File: src/hw/vpo_pkg.sv
/*
 Shared constants for the video pixel and sync output stage: register
 offsets, control field positions, reset values and timing figures.
 Assumes a single line-locked pixel clock drives every user.
*/
package vpo_pkg;
   // =========================================================
   // Register offsets
   localparam logic [3:0]  REG_CTRL        = 4'h0;
   localparam logic [3:0]  REG_LSYNC_BEGIN = 4'h1;
   localparam logic [3:0]  REG_LSYNC_END   = 4'h2;
   localparam logic [3:0]  REG_HACT_BEGIN  = 4'h3;
   localparam logic [3:0]  REG_HACT_END    = 4'h4;
   localparam logic [3:0]  REG_VACT_BEGIN  = 4'h5;
   localparam logic [3:0]  REG_VACT_END    = 4'h6;
   localparam logic [3:0]  REG_LINE_LEN    = 4'h7;
   localparam logic [3:0]  REG_FIELD_LINES = 4'h8;
   localparam logic [3:0]  REG_VPOS        = 4'h9;
   localparam logic [3:0]  REG_HPOS        = 4'ha;
   // =========================================================
   // Control register fields
   localparam int          CTRL_OFS_LSB    = 0;
   localparam int          CTRL_FPOL_BIT   = 2;
   localparam int          CTRL_LPOL_BIT   = 3;
   localparam int          CTRL_WIDE_BIT   = 4;
   localparam int          CTRL_WIDTH      = 5;
   localparam logic [1:0]  OFS_SYNC        = 2'h0;
   localparam logic [1:0]  OFS_ACT_A       = 2'h1;
   localparam logic [1:0]  OFS_ACT_B       = 2'h2;
   // =========================================================
   // Reset values
   localparam logic [4:0]  CTRL_RST        = 5'h00;
   localparam logic [9:0]  LSYNC_BEGIN_RST = 10'h000;
   localparam logic [9:0]  LSYNC_END_RST   = 10'h020;
   localparam logic [10:0] HACT_BEGIN_RST  = 11'h07a;
   localparam logic [10:0] HACT_END_RST    = 11'h34a;
   localparam logic [9:0]  VACT_BEGIN_RST  = 10'h014;
   localparam logic [9:0]  VACT_END_RST    = 10'h104;
   localparam logic [10:0] LINE_LEN_RST    = 11'h35a;
   localparam logic [9:0]  FIELD_LINES_RST = 10'h107;
   // =========================================================
   // Timing and data figures
   localparam int          CLOCK_NS        = 40;
   localparam logic [9:0]  FSYNC_LINES     = 10'h006;
   localparam int          LSYNC_STEP_CLKS = 2;
   localparam int          LSYNC_STEP_LOG2 = $clog2(LSYNC_STEP_CLKS);
   localparam logic [7:0]  BLANK_LUMA      = 8'h10;
   localparam logic [7:0]  BLANK_CHROMA    = 8'h80;
   // =========================================================
   // Narrow-format sample phase
   typedef enum logic [1:0] {
      VPO_PH_CHROMA = 2'b01,
      VPO_PH_LUMA   = 2'b10
   } vpo_phase_e;
endpackage
File: src/hw/vpo_buf2.sv
/*
 Two-entry buffer with valid and ready on both sides.
 Assumes one clock and an asynchronous active-low reset.
*/
`timescale 1ns/1ps
module vpo_buf2 (
   input  wire logic        clock,
   input  wire logic        rst_n,
   input  wire logic        in_valid,
   output logic             in_ready,
   input  wire logic [15:0] in_data,
   output logic             out_valid,
   input  wire logic        out_ready,
   output logic [15:0]      out_data
);
   logic [15:0] slot [2];
   logic [15:0] next_slot [2];
   logic        wr_ptr;
   logic        rd_ptr;
   logic [1:0]  count;
   logic        next_wr_ptr;
   logic        next_rd_ptr;
   logic [1:0]  next_count;
   logic        next_in_ready;
   logic        push;
   logic        pop;

   assign out_valid = (count != 2'd0);
   assign out_data  = slot[rd_ptr];

   always_comb begin
      push          = in_valid && in_ready;
      pop           = out_valid && out_ready;
      next_slot[0]  = slot[0];
      next_slot[1]  = slot[1];
      if (push) begin
         next_slot[wr_ptr] = in_data;
      end
      next_wr_ptr   = wr_ptr ^ push;
      next_rd_ptr   = rd_ptr ^ pop;
      next_count    = 2'(count + {1'b0, push} - {1'b0, pop});
      next_in_ready = (next_count != 2'd2);
   end

   always_ff @(posedge clock or negedge rst_n) begin
      if (!rst_n) begin
         slot[0]  <= 16'h0000;
         slot[1]  <= 16'h0000;
         wr_ptr   <= 1'b0;
         rd_ptr   <= 1'b0;
         count    <= 2'd0;
         in_ready <= 1'b1;
      end else begin
         slot[0]  <= next_slot[0];
         slot[1]  <= next_slot[1];
         wr_ptr   <= next_wr_ptr;
         rd_ptr   <= next_rd_ptr;
         count    <= next_count;
         in_ready <= next_in_ready;
      end
   end
endmodule

File: src/hw/vpo_half_clk.sv
/*
 Divide-by-two of the pixel clock, driven out as a level.
 Assumes one clock and an asynchronous active-low reset.
*/
`timescale 1ns/1ps
module vpo_half_clk (
   input  wire logic clock,
   input  wire logic rst_n,
   output logic      half_clk
);
   logic next_half_clk;

   always_comb begin
      next_half_clk = ~half_clk;
   end

   always_ff @(posedge clock or negedge rst_n) begin
      if (!rst_n) begin
         half_clk <= 1'b0;
      end else begin
         half_clk <= next_half_clk;
      end
   end
endmodule

File: src/hw/vpo_output.sv
/*
 Pixel and sync output stage: line and field counters, vertical and
 horizontal timing pins in sync or active-window form, narrow or wide
 pixel bus, half-rate clock, and a small register port.
 Assumes the clock input is the line-locked pixel clock and that the
 source and receiver are synchronous to it.
*/
// The implementer's own choices: the register offsets and the plain strobed port.
// Notes on behaviour
// - Select 00 makes the vertical pin a sync pulse six lines long.
// - The field polarity bit sets the vertical sync active level.
// - Select 10 or 01 makes the vertical pin the field active window.
// - The field polarity bit also inverts the field active window.
// - Line sync edges sit at begin and end counts in two-clock steps.
// - The line polarity bit sets the horizontal sync active level.
// - In window mode the horizontal pin marks the programmable line window.
// - The line polarity bit also inverts the line active window.
// - Narrow format puts chroma then luma on the upper eight lines.
// - Wide format puts luma high and Cb or Cr on the low eight lines.
// - A second clock output runs at half the pixel clock rate.
`timescale 1ns/1ps
module vpo_output (
   input  wire logic        clock,
   input  wire logic        rst_n,
   input  wire logic [3:0]  addr,
   input  wire logic [15:0] wdata,
   input  wire logic        wr,
   input  wire logic        rd,
   output logic [15:0]      rdata,
   input  wire logic        pix_valid,
   output logic             pix_ready,
   input  wire logic [7:0]  pix_luma,
   input  wire logic [7:0]  pix_chroma,
   input  wire logic        out_ready,
   output logic [15:0]      pixel_output_bus,
   output logic             pixel_out_valid,
   output logic             vertical_sync_out,
   output logic             horizontal_sync_out,
   output logic             line_locked_half_clock
);
   // =========================================================
   // Register file
   logic [4:0]  ctrl;
   logic [9:0]  line_sync_begin;
   logic [9:0]  line_sync_end;
   logic [10:0] hact_begin;
   logic [10:0] hact_end;
   logic [9:0]  vact_begin;
   logic [9:0]  vact_end;
   logic [10:0] line_len;
   logic [9:0]  field_lines;
   logic [4:0]  next_ctrl;
   logic [9:0]  next_line_sync_begin;
   logic [9:0]  next_line_sync_end;
   logic [10:0] next_hact_begin;
   logic [10:0] next_hact_end;
   logic [9:0]  next_vact_begin;
   logic [9:0]  next_vact_end;
   logic [10:0] next_line_len;
   logic [9:0]  next_field_lines;
   logic [15:0] next_rdata;
   logic [10:0] h_count;
   logic [9:0]  v_count;

   always_comb begin
      next_ctrl            = ctrl;
      next_line_sync_begin = line_sync_begin;
      next_line_sync_end   = line_sync_end;
      next_hact_begin      = hact_begin;
      next_hact_end        = hact_end;
      next_vact_begin      = vact_begin;
      next_vact_end        = vact_end;
      next_line_len        = line_len;
      next_field_lines     = field_lines;
      next_rdata           = 16'h0000;
      if (wr) begin
         case (addr)
            vpo_pkg::REG_CTRL:        next_ctrl = wdata[4:0];
            vpo_pkg::REG_LSYNC_BEGIN: next_line_sync_begin = wdata[9:0];
            vpo_pkg::REG_LSYNC_END:   next_line_sync_end = wdata[9:0];
            vpo_pkg::REG_HACT_BEGIN:  next_hact_begin = wdata[10:0];
            vpo_pkg::REG_HACT_END:    next_hact_end = wdata[10:0];
            vpo_pkg::REG_VACT_BEGIN:  next_vact_begin = wdata[9:0];
            vpo_pkg::REG_VACT_END:    next_vact_end = wdata[9:0];
            vpo_pkg::REG_LINE_LEN:    next_line_len = wdata[10:0];
            vpo_pkg::REG_FIELD_LINES: next_field_lines = wdata[9:0];
            default: ;
         endcase
      end
      if (rd) begin
         case (addr)
            vpo_pkg::REG_CTRL:        next_rdata = {11'h000, ctrl};
            vpo_pkg::REG_LSYNC_BEGIN: next_rdata = {6'h00, line_sync_begin};
            vpo_pkg::REG_LSYNC_END:   next_rdata = {6'h00, line_sync_end};
            vpo_pkg::REG_HACT_BEGIN:  next_rdata = {5'h00, hact_begin};
            vpo_pkg::REG_HACT_END:    next_rdata = {5'h00, hact_end};
            vpo_pkg::REG_VACT_BEGIN:  next_rdata = {6'h00, vact_begin};
            vpo_pkg::REG_VACT_END:    next_rdata = {6'h00, vact_end};
            vpo_pkg::REG_LINE_LEN:    next_rdata = {5'h00, line_len};
            vpo_pkg::REG_FIELD_LINES: next_rdata = {6'h00, field_lines};
            vpo_pkg::REG_VPOS:        next_rdata = {6'h00, v_count};
            vpo_pkg::REG_HPOS:        next_rdata = {5'h00, h_count};
            default:                  next_rdata = 16'h0000;
         endcase
      end
   end

   always_ff @(posedge clock or negedge rst_n) begin
      if (!rst_n) begin
         ctrl            <= vpo_pkg::CTRL_RST;
         line_sync_begin <= vpo_pkg::LSYNC_BEGIN_RST;
         line_sync_end   <= vpo_pkg::LSYNC_END_RST;
         hact_begin      <= vpo_pkg::HACT_BEGIN_RST;
         hact_end        <= vpo_pkg::HACT_END_RST;
         vact_begin      <= vpo_pkg::VACT_BEGIN_RST;
         vact_end        <= vpo_pkg::VACT_END_RST;
         line_len        <= vpo_pkg::LINE_LEN_RST;
         field_lines     <= vpo_pkg::FIELD_LINES_RST;
         rdata           <= 16'h0000;
      end else begin
         ctrl            <= next_ctrl;
         line_sync_begin <= next_line_sync_begin;
         line_sync_end   <= next_line_sync_end;
         hact_begin      <= next_hact_begin;
         hact_end        <= next_hact_end;
         vact_begin      <= next_vact_begin;
         vact_end        <= next_vact_end;
         line_len        <= next_line_len;
         field_lines     <= next_field_lines;
         rdata           <= next_rdata;
      end
   end

   // =========================================================
   // Line and field counters, timing decode
   logic [1:0]  ofs;
   logic        fpol;
   logic        lpol;
   logic        wide;
   logic [10:0] next_h_count;
   logic [9:0]  next_v_count;
   logic [9:0]  lsync_step;
   logic        in_fsync;
   logic        in_lsync;
   logic        in_vact;
   logic        in_hact;
   logic        sync_mode;

   always_comb begin
      ofs       = ctrl[vpo_pkg::CTRL_OFS_LSB +: 2];
      fpol      = ctrl[vpo_pkg::CTRL_FPOL_BIT];
      lpol      = ctrl[vpo_pkg::CTRL_LPOL_BIT];
      wide      = ctrl[vpo_pkg::CTRL_WIDE_BIT];
      sync_mode = (ofs != vpo_pkg::OFS_ACT_A) && (ofs != vpo_pkg::OFS_ACT_B);
      next_h_count = 11'(h_count + 11'd1);
      next_v_count = v_count;
      if (h_count >= 11'(line_len - 11'd1)) begin
         next_h_count = 11'd0;
         next_v_count = 10'(v_count + 10'd1);
         if (v_count >= 10'(field_lines - 10'd1)) begin
            next_v_count = 10'd0;
         end
      end
      in_fsync   = (v_count < vpo_pkg::FSYNC_LINES);
      lsync_step = h_count[vpo_pkg::LSYNC_STEP_LOG2 +: 10];
      if (line_sync_begin <= line_sync_end) begin
         in_lsync = (lsync_step >= line_sync_begin) &&
                    (lsync_step < line_sync_end);
      end else begin
         in_lsync = (lsync_step >= line_sync_begin) ||
                    (lsync_step < line_sync_end);
      end
      in_vact = (v_count >= vact_begin) && (v_count < vact_end);
      in_hact = (h_count >= hact_begin) && (h_count < hact_end);
   end

   always_ff @(posedge clock or negedge rst_n) begin
      if (!rst_n) begin
         h_count <= 11'd0;
         v_count <= 10'd0;
      end else begin
         h_count <= next_h_count;
         v_count <= next_v_count;
      end
   end

   // =========================================================
   // Input buffer and half-rate clock
   logic [15:0] buf_data;
   logic        buf_valid;
   logic        buf_pop;

   vpo_buf2 vpo_buf2_i (
      .clock     (clock),
      .rst_n     (rst_n),
      .in_valid  (pix_valid),
      .in_ready  (pix_ready),
      .in_data   ({pix_luma, pix_chroma}),
      .out_valid (buf_valid),
      .out_ready (buf_pop),
      .out_data  (buf_data)
   );

   vpo_half_clk vpo_half_clk_i (
      .clock    (clock),
      .rst_n    (rst_n),
      .half_clk (line_locked_half_clock)
   );

   // =========================================================
   // Output registers
   vpo_pkg::vpo_phase_e phase;
   vpo_pkg::vpo_phase_e next_phase;
   logic [15:0] next_bus;
   logic        next_out_valid;
   logic        next_vert_pin;
   logic        next_horz_pin;

   always_comb begin
      next_phase     = phase;
      next_bus       = pixel_output_bus;
      next_out_valid = 1'b0;
      buf_pop        = 1'b0;
      if (sync_mode) begin
         next_vert_pin = in_fsync ^ fpol;
         next_horz_pin = in_lsync ^ lpol;
      end else begin
         next_vert_pin = in_vact ^ fpol;
         next_horz_pin = in_hact ^ lpol;
      end
      if (out_ready) begin
         if (!(in_vact && in_hact)) begin
            next_bus   = {vpo_pkg::BLANK_LUMA, vpo_pkg::BLANK_CHROMA};
            next_phase = vpo_pkg::VPO_PH_CHROMA;
         end else if (buf_valid && wide) begin
            next_bus       = buf_data;
            next_out_valid = 1'b1;
            buf_pop        = 1'b1;
         end else if (buf_valid) begin
            next_out_valid = 1'b1;
            case (phase)
               vpo_pkg::VPO_PH_CHROMA: begin
                  next_bus   = {buf_data[7:0], 8'h00};
                  next_phase = vpo_pkg::VPO_PH_LUMA;
               end
               vpo_pkg::VPO_PH_LUMA: begin
                  next_bus   = {buf_data[15:8], 8'h00};
                  next_phase = vpo_pkg::VPO_PH_CHROMA;
                  buf_pop    = 1'b1;
               end
               default: next_phase = vpo_pkg::VPO_PH_CHROMA;
            endcase
         end
      end
   end

   always_ff @(posedge clock or negedge rst_n) begin
      if (!rst_n) begin
         phase               <= vpo_pkg::VPO_PH_CHROMA;
         pixel_output_bus    <= 16'h0000;
         pixel_out_valid     <= 1'b0;
         vertical_sync_out   <= 1'b0;
         horizontal_sync_out <= 1'b0;
      end else begin
         phase               <= next_phase;
         pixel_output_bus    <= next_bus;
         pixel_out_valid     <= next_out_valid;
         vertical_sync_out   <= next_vert_pin;
         horizontal_sync_out <= next_horz_pin;
      end
   end
endmodule

File: config.mk
export PLATFORM = sky130hd
export DESIGN_NAME = vpo_output
export DESIGN_NICKNAME = d
export VERILOG_FILES = /design/src/hw/vpo_pkg.sv /design/src/hw/vpo_buf2.sv /design/src/hw/vpo_half_clk.sv /design/src/hw/vpo_output.sv
export SDC_FILE = /design/constraint.sdc
export NUM_CORES = 1
export LEC_CHECK = 0
export BUFFER_PORTS_ARGS = -buffer_cell sky130_fd_sc_hd__buf_2
export CELL_PAD_IN_SITES_DETAIL_PLACEMENT = 0
export CELL_PAD_IN_SITES_GLOBAL_PLACEMENT = 1
export CORE_AREA = 4 4 148 150
export CTS_BUF_LIST = sky130_fd_sc_hd__clkbuf_8
export CTS_CLUSTER_SIZE = 24
export DETAILED_ROUTE_END_ITERATION = 12
export DIE_AREA = 0 0 152 154
export GPL_ROUTABILITY_DRIVEN = 0
export GPL_TIMING_DRIVEN = 0
export PLACE_DENSITY = 0.89
export SLEW_MARGIN = 40
export SYNTH_ARGS = -nofsm -noshare
export SYNTH_HDL_FRONTEND = slang
export SYNTH_SLANG_ARGS = --single-unit
File: constraint.sdc
create_clock -name clock -period 4.4 [get_ports clock]
set_input_delay 0.44 -clock clock [delete_from_list [all_inputs] [get_ports clock]]
set_output_delay 0.44 -clock clock [all_outputs]
set_load 0.05 [all_outputs]
# Word-level counts from Yosys, hierarchy flattened
# Index checks and enable logic that the tools add are counted.
classes:
  n_addsub: 6
  n_lt_le_gt_ge: 13
  n_eq_ne: 19
  mux: 30
  bitwise_logic: 9
  n_reduce_logical: 23
ops:
  columns: ["op", "n"]
  rows:
  - ["$pmux W11 S11", 1]
  - ["$mux W16", 7]
  - ["$bwmux W32", 1]
  - ["$pmux W16 S2", 1]
  - ["$ge A10 B10 Y1", 3]
  - ["$ge A11 B11 Y1", 2]
  - ["$mux W11", 2]
  - ["$lt A10 B10 Y1", 2]
  - ["$reduce_and A2 Y1", 9]
  - ["$demux W16 S1", 1]
  - ["$eq A4 B3 Y1 const B", 4]
  - ["$eq A4 B4 Y1 const B", 3]
  - ["$mux W1", 12]
  - ["$add A11 B1 Y11 const B", 1]
  - ["$lt A11 B11 Y1", 1]
  - ["$sub A11 B1 Y11 const B", 1]
  - ["$add A10 B1 Y10 const B", 1]
  - ["$le A10 B10 Y1", 1]
  - ["$lt A10 B3 Y1 const B", 1]
  - ["$mux W10", 1]
  - ["$sub A10 B1 Y10 const B", 1]
  - ["$logic_and A1 B1 Y1", 9]
  - ["$eq A4 B2 Y1 const B", 2]
  - ["$mux W2", 4]
  - ["other kinds (18)", 29]
word_totals:
  regBits: 184
  in_bits: 42
  word_cells: 124

# Logic depth before layout (Yosys ltp)
depth:
  depth_word: 9
  ltp_mapped: 14
  mapped_depth_nobuf: 14

# Modules after synthesis
# Synthesis repeated with hierarchy kept, for this count alone.
unflattened:
  cells_unflattened: 931
  hier_area_um2: 10462.5
modules_own_cells:
  columns: ["mod", "instances", "cells_each", "area_each_um2", "seq_area_each_um2"]
  rows:
  - ["vpo_output", 1, 819, 8737.1, 3560.9]
  - ["vpo_buf2", 1, 110, 1696.6, 927.1]
  - ["vpo_half_clk", 1, 2, 28.8, 25.0]

# Worst setup path before layout
# OpenSTA, ideal clock, no wires.
synth_timing:
  path_type: "reg-to-reg"
  startpoint: "register vact_end[8]"
  endpoint: "register vpo_buf2_i.in_ready"
  setup_ns: 0.081
  t_arrival_ns: 3.038
  t_required_ns: 4.319
  slack_ns: 1.281
  stages_incl_launch_ff: 14
  path_buffers: 0
  period_less_slack_ns: 3.119
  cell_sequence: "dfstp_2 inv_1 ha_1 and4_1 a221o_1 a31oi_1 or3b_4 nor4_2 ha_1 inv_1 ha_1 xnor2_1 xnor2_1 nand2b_1"
synth_between:
  elab_chain_cells: 8
synth_rtl:
  columns: ["element", "line", "text"]
  rows:
  - ["from (decl)", "vpo_output.sv:49", "logic [9:0] vact_end;"]
  - ["from (signal assigned)", "vpo_output.sv:116", "vact_end <= vpo_pkg::VACT_END_RST;"]
  - ["from (signal assigned)", "vpo_output.sv:127", "vact_end <= next_vact_end;"]
  - ["$lt A10 B10 Y1", "vpo_output.sv:173", "in_vact = (v_count >= vact_begin) && (v_count < vact_end);"]
  - ["$logic_and A1 B1 Y1", "vpo_output.sv:173", null]
  - ["$logic_and A1 B1 Y1", "vpo_output.sv:232", "if (!(in_vact && in_hact)) begin"]
  - ["$mux W1", "vpo_output.sv:232", null]
  - ["$mux W1", "vpo_output.sv:231", "if (out_ready) begin"]
  - ["$logic_and A1 B1 Y1", "vpo_buf2.sv:33", "pop = out_valid && out_ready;"]
  - ["$sub A2 B1 Y2", "vpo_buf2.sv:41", "next_count = 2'(count + {1'b0, push} - {1'b0, pop});"]
  - ["net vpo_buf2_i.next_count[1]", "vpo_buf2.sv:23", "logic [1:0] next_count;"]
  - ["$ne A2 B2 Y1", "vpo_buf2.sv:42", "next_in_ready = (next_count != 2'd2);"]
  - ["net vpo_buf2_i.next_in_ready", "vpo_buf2.sv:24", "logic next_in_ready;"]
  - ["to (signal assigned)", "vpo_buf2.sv:59", "in_ready <= next_in_ready;"]
  - ["to (decl)", "vpo_buf2.sv:10", "output logic in_ready,"]
# The timed path passes the listed nets, and every way through them passes these cells.
# A chain may end at the register's enable or synchronous reset.

# Worst setup path after layout
layout_timing:
  startpoint: "register v_count[7]"
  endpoint: "register vpo_buf2_i.in_ready"
layout_between:
  elab_chain_cells: 8
  word_cells_on_any_way: 9
  classes_between: "add/sub: 1; order compare: 2; eq/ne: 1; mux: 2; reduce/logical: 3"
layout_rtl:
  columns: ["element", "line", "text"]
  rows:
  - ["from (decl)", "vpo_output.sv:63", "logic [9:0] v_count;"]
  - ["from (signal assigned)", "vpo_output.sv:183", "v_count <= next_v_count;"]
  - ["$ge A10 B10 Y1 or $lt A10 B10 Y1 (tied branches)", "vpo_output.sv:173", null]
  - ["$logic_and A1 B1 Y1 (*)", "vpo_output.sv:173", null]
  - ["$logic_and A1 B1 Y1 (*)", "vpo_output.sv:232", null]
  - ["$mux W1 (*)", "vpo_output.sv:232", null]
  - ["$mux W1 (*)", "vpo_output.sv:231", null]
  - ["$logic_and A1 B1 Y1 (*)", "vpo_buf2.sv:33", null]
  - ["$sub A2 B1 Y2 (*)", "vpo_buf2.sv:41", null]
  - ["net vpo_buf2_i.next_count[1]", "vpo_buf2.sv:23", null]
  - ["$ne A2 B2 Y1 (*)", "vpo_buf2.sv:42", null]
  - ["net vpo_buf2_i.next_in_ready", "vpo_buf2.sv:24", null]
# The timed path passes the listed nets; every way through them passes the cells marked *.

==> flow_metrics.py <==
metrics = {
    "status": {
        "status": "completed",
    },
    "hold_path": {
        "whs_path_depth": 2,
        "hp-class": "input port to flop",
    },
    "setup_path": {
        "critPathRequiredTime_ns": 4.82,
        "end_kind": "flop",
        "worst-path-max-fanout": 10,
        "cpMaxStageDelayCell": "dfrtp_1",
        "crit_arrival_ns": 3.89,
        "crit_chain": "ha_1 > a21o_1 > a21o_1 > a221o_1 > a31oi_1 > or3b_4 > nor4_2 > ha_1 > inv_1 > ha_1 > xnor2_1 > xnor2_1 > nand2b_1",
        "critPathLaunchType": "flop",
        "slowest_delay_ns": 0.58,
        "critical_path_class": "flop to flop",
        "cp_common_cell": "ha_1",
        "reg2reg_depth": 13,
    },
    "global_route": {
        "grt-busiest-layer": "met2",
        "grt_usage_pct": 24.48,
        "use_met3_pct": 6.248,
        "grt_pass1_wl_um": 44440,
        "grt_pass1_vias": 7708,
        "gr-total-overflow": 0,
        "antenna_found_initial": 0,
        "met2_usage_pct": 38.84,
        "use_met1_pct": 32.81,
        "grt_max_degree": 73,
    },
    "sta": {
        "max-slew-margin-rel_pct": 44.35,
        "rsz0062_at_grt": "no",
        "tightest_slew_ns": 0.8302,
        "fmax_mhz": 287.9,
        "setup_viol": 0,
        "totalNegativeSetupSlack_ns": 0,
        "min_period_over_period_pct": 78.94,
        "fin_skew_ns": 0.02076,
        "final_max_slew_viol_count": 0,
        "final.min_clock_period_ns": 3.473,
        "holdWs_ns": 0.1747,
        "hold_viol_final": 0,
    },
    "clocking": {
        "cts_made_buffers": 17,
        "root_buffer": "clkbuf_8",
        "htreeDepth": 4,
        "cts_tree": "built",
        "cts_resized": 0,
        "postCtsSetupRepairBufs": 0,
        "clock_path_buffers": 2,
        "clkTransAtPathRegs_ns": 0.12,
        "cts_hold_buf": 1,
        "clock_latency_ns": 0.50,
        "clkSinkCount": 179,
    },
    "drt": {
        "drcViolationCount": 0,
        "ant_nets": 0,
        "wl_um": 27890,
        "num_vias": 7817,
        "drtPass1Iterations": 5,
        "avgRoutedWirePerCell_um": 21.31,
        "drt_iter0_drc": 622,
        "vias_per_cell": 5.972,
    },
    "layout": {
        "final_area_um2": 11600,
        "nets": 1163,
        "insertedDiodeCount": 0,
        "fillCellCount": 1868,
        "drive_gt1_share_pct": 26.98,
        "area_delta_synth_final_pct": 11.38,
        "finalNonFillerCells": 1309,
    },
    "yosys": {
        "ys.flop_type": "dfrtp_1",
        "async_flop_share_pct": 100.0,
        "synth_cells": 930,
        "ys_warn_count": 0,
        "ys_seq_elements": 179,
        "ys_types": 62,
        "avgSynthCellArea_um2": 11.20,
        "ys_seq_area_share_pct": 43.33,
        "synth_edf_count": 0,
        "syn_area_um2": 10420,
    },
    "placement": {
        "place_hpwl_um": 20290,
        "placed_cells": 1276,
        "placed_cell_area_um2": 11180,
        "io_buffers": 65,
    },
    "power_and_ir_drop": {
        "p_clk_share_pct": 20.0,
        "power.internal_mw": 3.555,
        "p_leak_nw": 5.412,
        "p_comb_share_pct": 35.5,
        "power.switching_mw": 2.292,
        "seqPwrFrac_pct": 44.5,
        "switching_share_pct": 39.20,
        "vdd_drop_max_mv": 0.2706,
        "power_density_nw_per_um2": 504.0,
    },
    "floorplan": {
        "core_um2": 20690,
        "dieArea_um2": 23410,
        "num_rows": 53,
        "chipWidth_um": 152,
        "die_h_um": 154,
        "start_util_pct": 50.34,
        "ios": 79,
    },
    "flow_run": {
        "maxCapViolations": 0,
    },
}
==> flip-flops by register name, summed over array words and instances, names as in the netlist, 2 cells and up <==
signal            count
h_count              11
line_len             11
vpo_buf2_i.slot      32
pixel_output_bus     16
line_sync_begin      10
line_sync_end        10
v_count              10
ctrl                  5
phase                 2
field_lines          10
vact_begin           10
rdata                11
vpo_buf2_i.count      2
hact_end             11
vact_end             10
hact_begin           11
==> critical path: cells and delay by family (launching register included) <==
family / cells / cell delay (ns)
xor+xnor: 2 / 0.29
flops: 1 / 0.58
buf+inv: 1 / 0.05
fa+ha+maj: 3 / 0.75
compound gates: 4 / 0.85
simple gates: 3 / 0.88
==> layout make-up <==
class	instances	area [um2]	share of cell area, %
well taps	275	344.1	2.966
flip-flops and latches	179	4513	38.90
multi-input cells	643	5478	47.22
repair buffers	68	400.4	3.451
plain buffers	33	157.7	1.359
inverters	79	296.5	2.556
clock buffers	17	234.0	2.017
clock inverters	15	177.7	1.531
==> metal layers <==
metal  routed length (um)  vias up  share of wire [%]
met3                 2112       50                7.6
li1                     -     3612                  -
met2                12970      296                 47
met1                11940     3859                 43
met4                  865        0                3.1
met5                    0        -                  0
==> Yosys cell counts (all sizes together), types with 7 or more instances <==
cell	n	area, um2
nand2	48	180.2
nor2	40	150.1
a21o	13	97.59
inv	79	296.5
a32o	16	160.2
xor2	16	140.1
a21oi	28	140.1
a22oi	23	172.7
dfstp	27	709.4
a222oi	7	70.07
mux2	129	1453
nor3	10	66.32
nand3	24	120.1
mux4	8	180.2
nand4	7	43.79
a221oi	7	61.31
a31oi	9	56.30
dfrtp	152	3804
xnor2	15	131.4
clkbuf	25	93.84
and3	14	87.58
a22o	9	78.83
o21ai	33	165.2
nand2b	18	112.6
buf	8	63.81
ha	100	1251
==> worst paths after layout <==
kind	from	to	slack [ns]
hold / removal	pix_luma[1]	vpo_buf2_i.slot[9]$_DFFE_PN0P_	0.17
max in group asynchronous	rst_n	line_len[1]$_DFFE_PN1P_	3.26
min in group asynchronous	rst_n	v_count[7]$_DFFE_PN0N_	0.41
hold reg to reg	vpo_half_clk_i.half_clk$_DFF_PN0_	vpo_half_clk_i.half_clk$_DFF_PN0_	0.43
setup reg to reg	v_count[7]$_DFFE_PN0N_	vpo_buf2_i.in_ready$_DFF_PN1_	0.93
setup / recovery	v_count[7]$_DFFE_PN0N_	vpo_buf2_i.in_ready$_DFF_PN1_	0.93
==> cell usage in the layout (no fill, tap or decap), types with 26 or more instances in the layout <==
master   instances
a21oi_1         27
buf_2           64
dfrtp_1        152
dfstp_2         27
ha_1           100
inv_1           79
mux2_2         129
nand2_1         48
nor2_1          40
o21ai_0         26
==> cells by family after synthesis <==
family	after synthesis	synth area share, %
flops	179	43.33
compound gates	187	13.12
xor+xnor	31	2.607
buf+inv	112	4.360
fa+ha+maj	100	12.01
simple gates	182	8.769
mux	138	15.77
other cells	1	0.03600
==> stage by stage <==
stage,power [mW],setup slack [ns],util [%]
3_5_place_dp,4.687,0.8889,54.03
6_report,5.847,0.9267,56.07
5_1_grt,6.287,0.6683,56.07
3_3_place_gp,4.599,-0.01901,53.65
4_1_cts,5.870,0.8556,56.07
2_1_floorplan,4.010,1.281,-
==> power groups by stage <==
stage | registers, mW | clock network [mW] | logic, mW
final | 2.60 | 1.17 | 2.07
after global routing | 2.66 | 1.28 | 2.36
after CTS | 2.59 | 1.20 | 2.08
after detailed placement | 2.62 | 0 | 2.07
after global placement | 2.60 | 0 | 2.00
after floorplan | 2.48 | 0 | 1.52
Power figures use the tool's default switching activity.
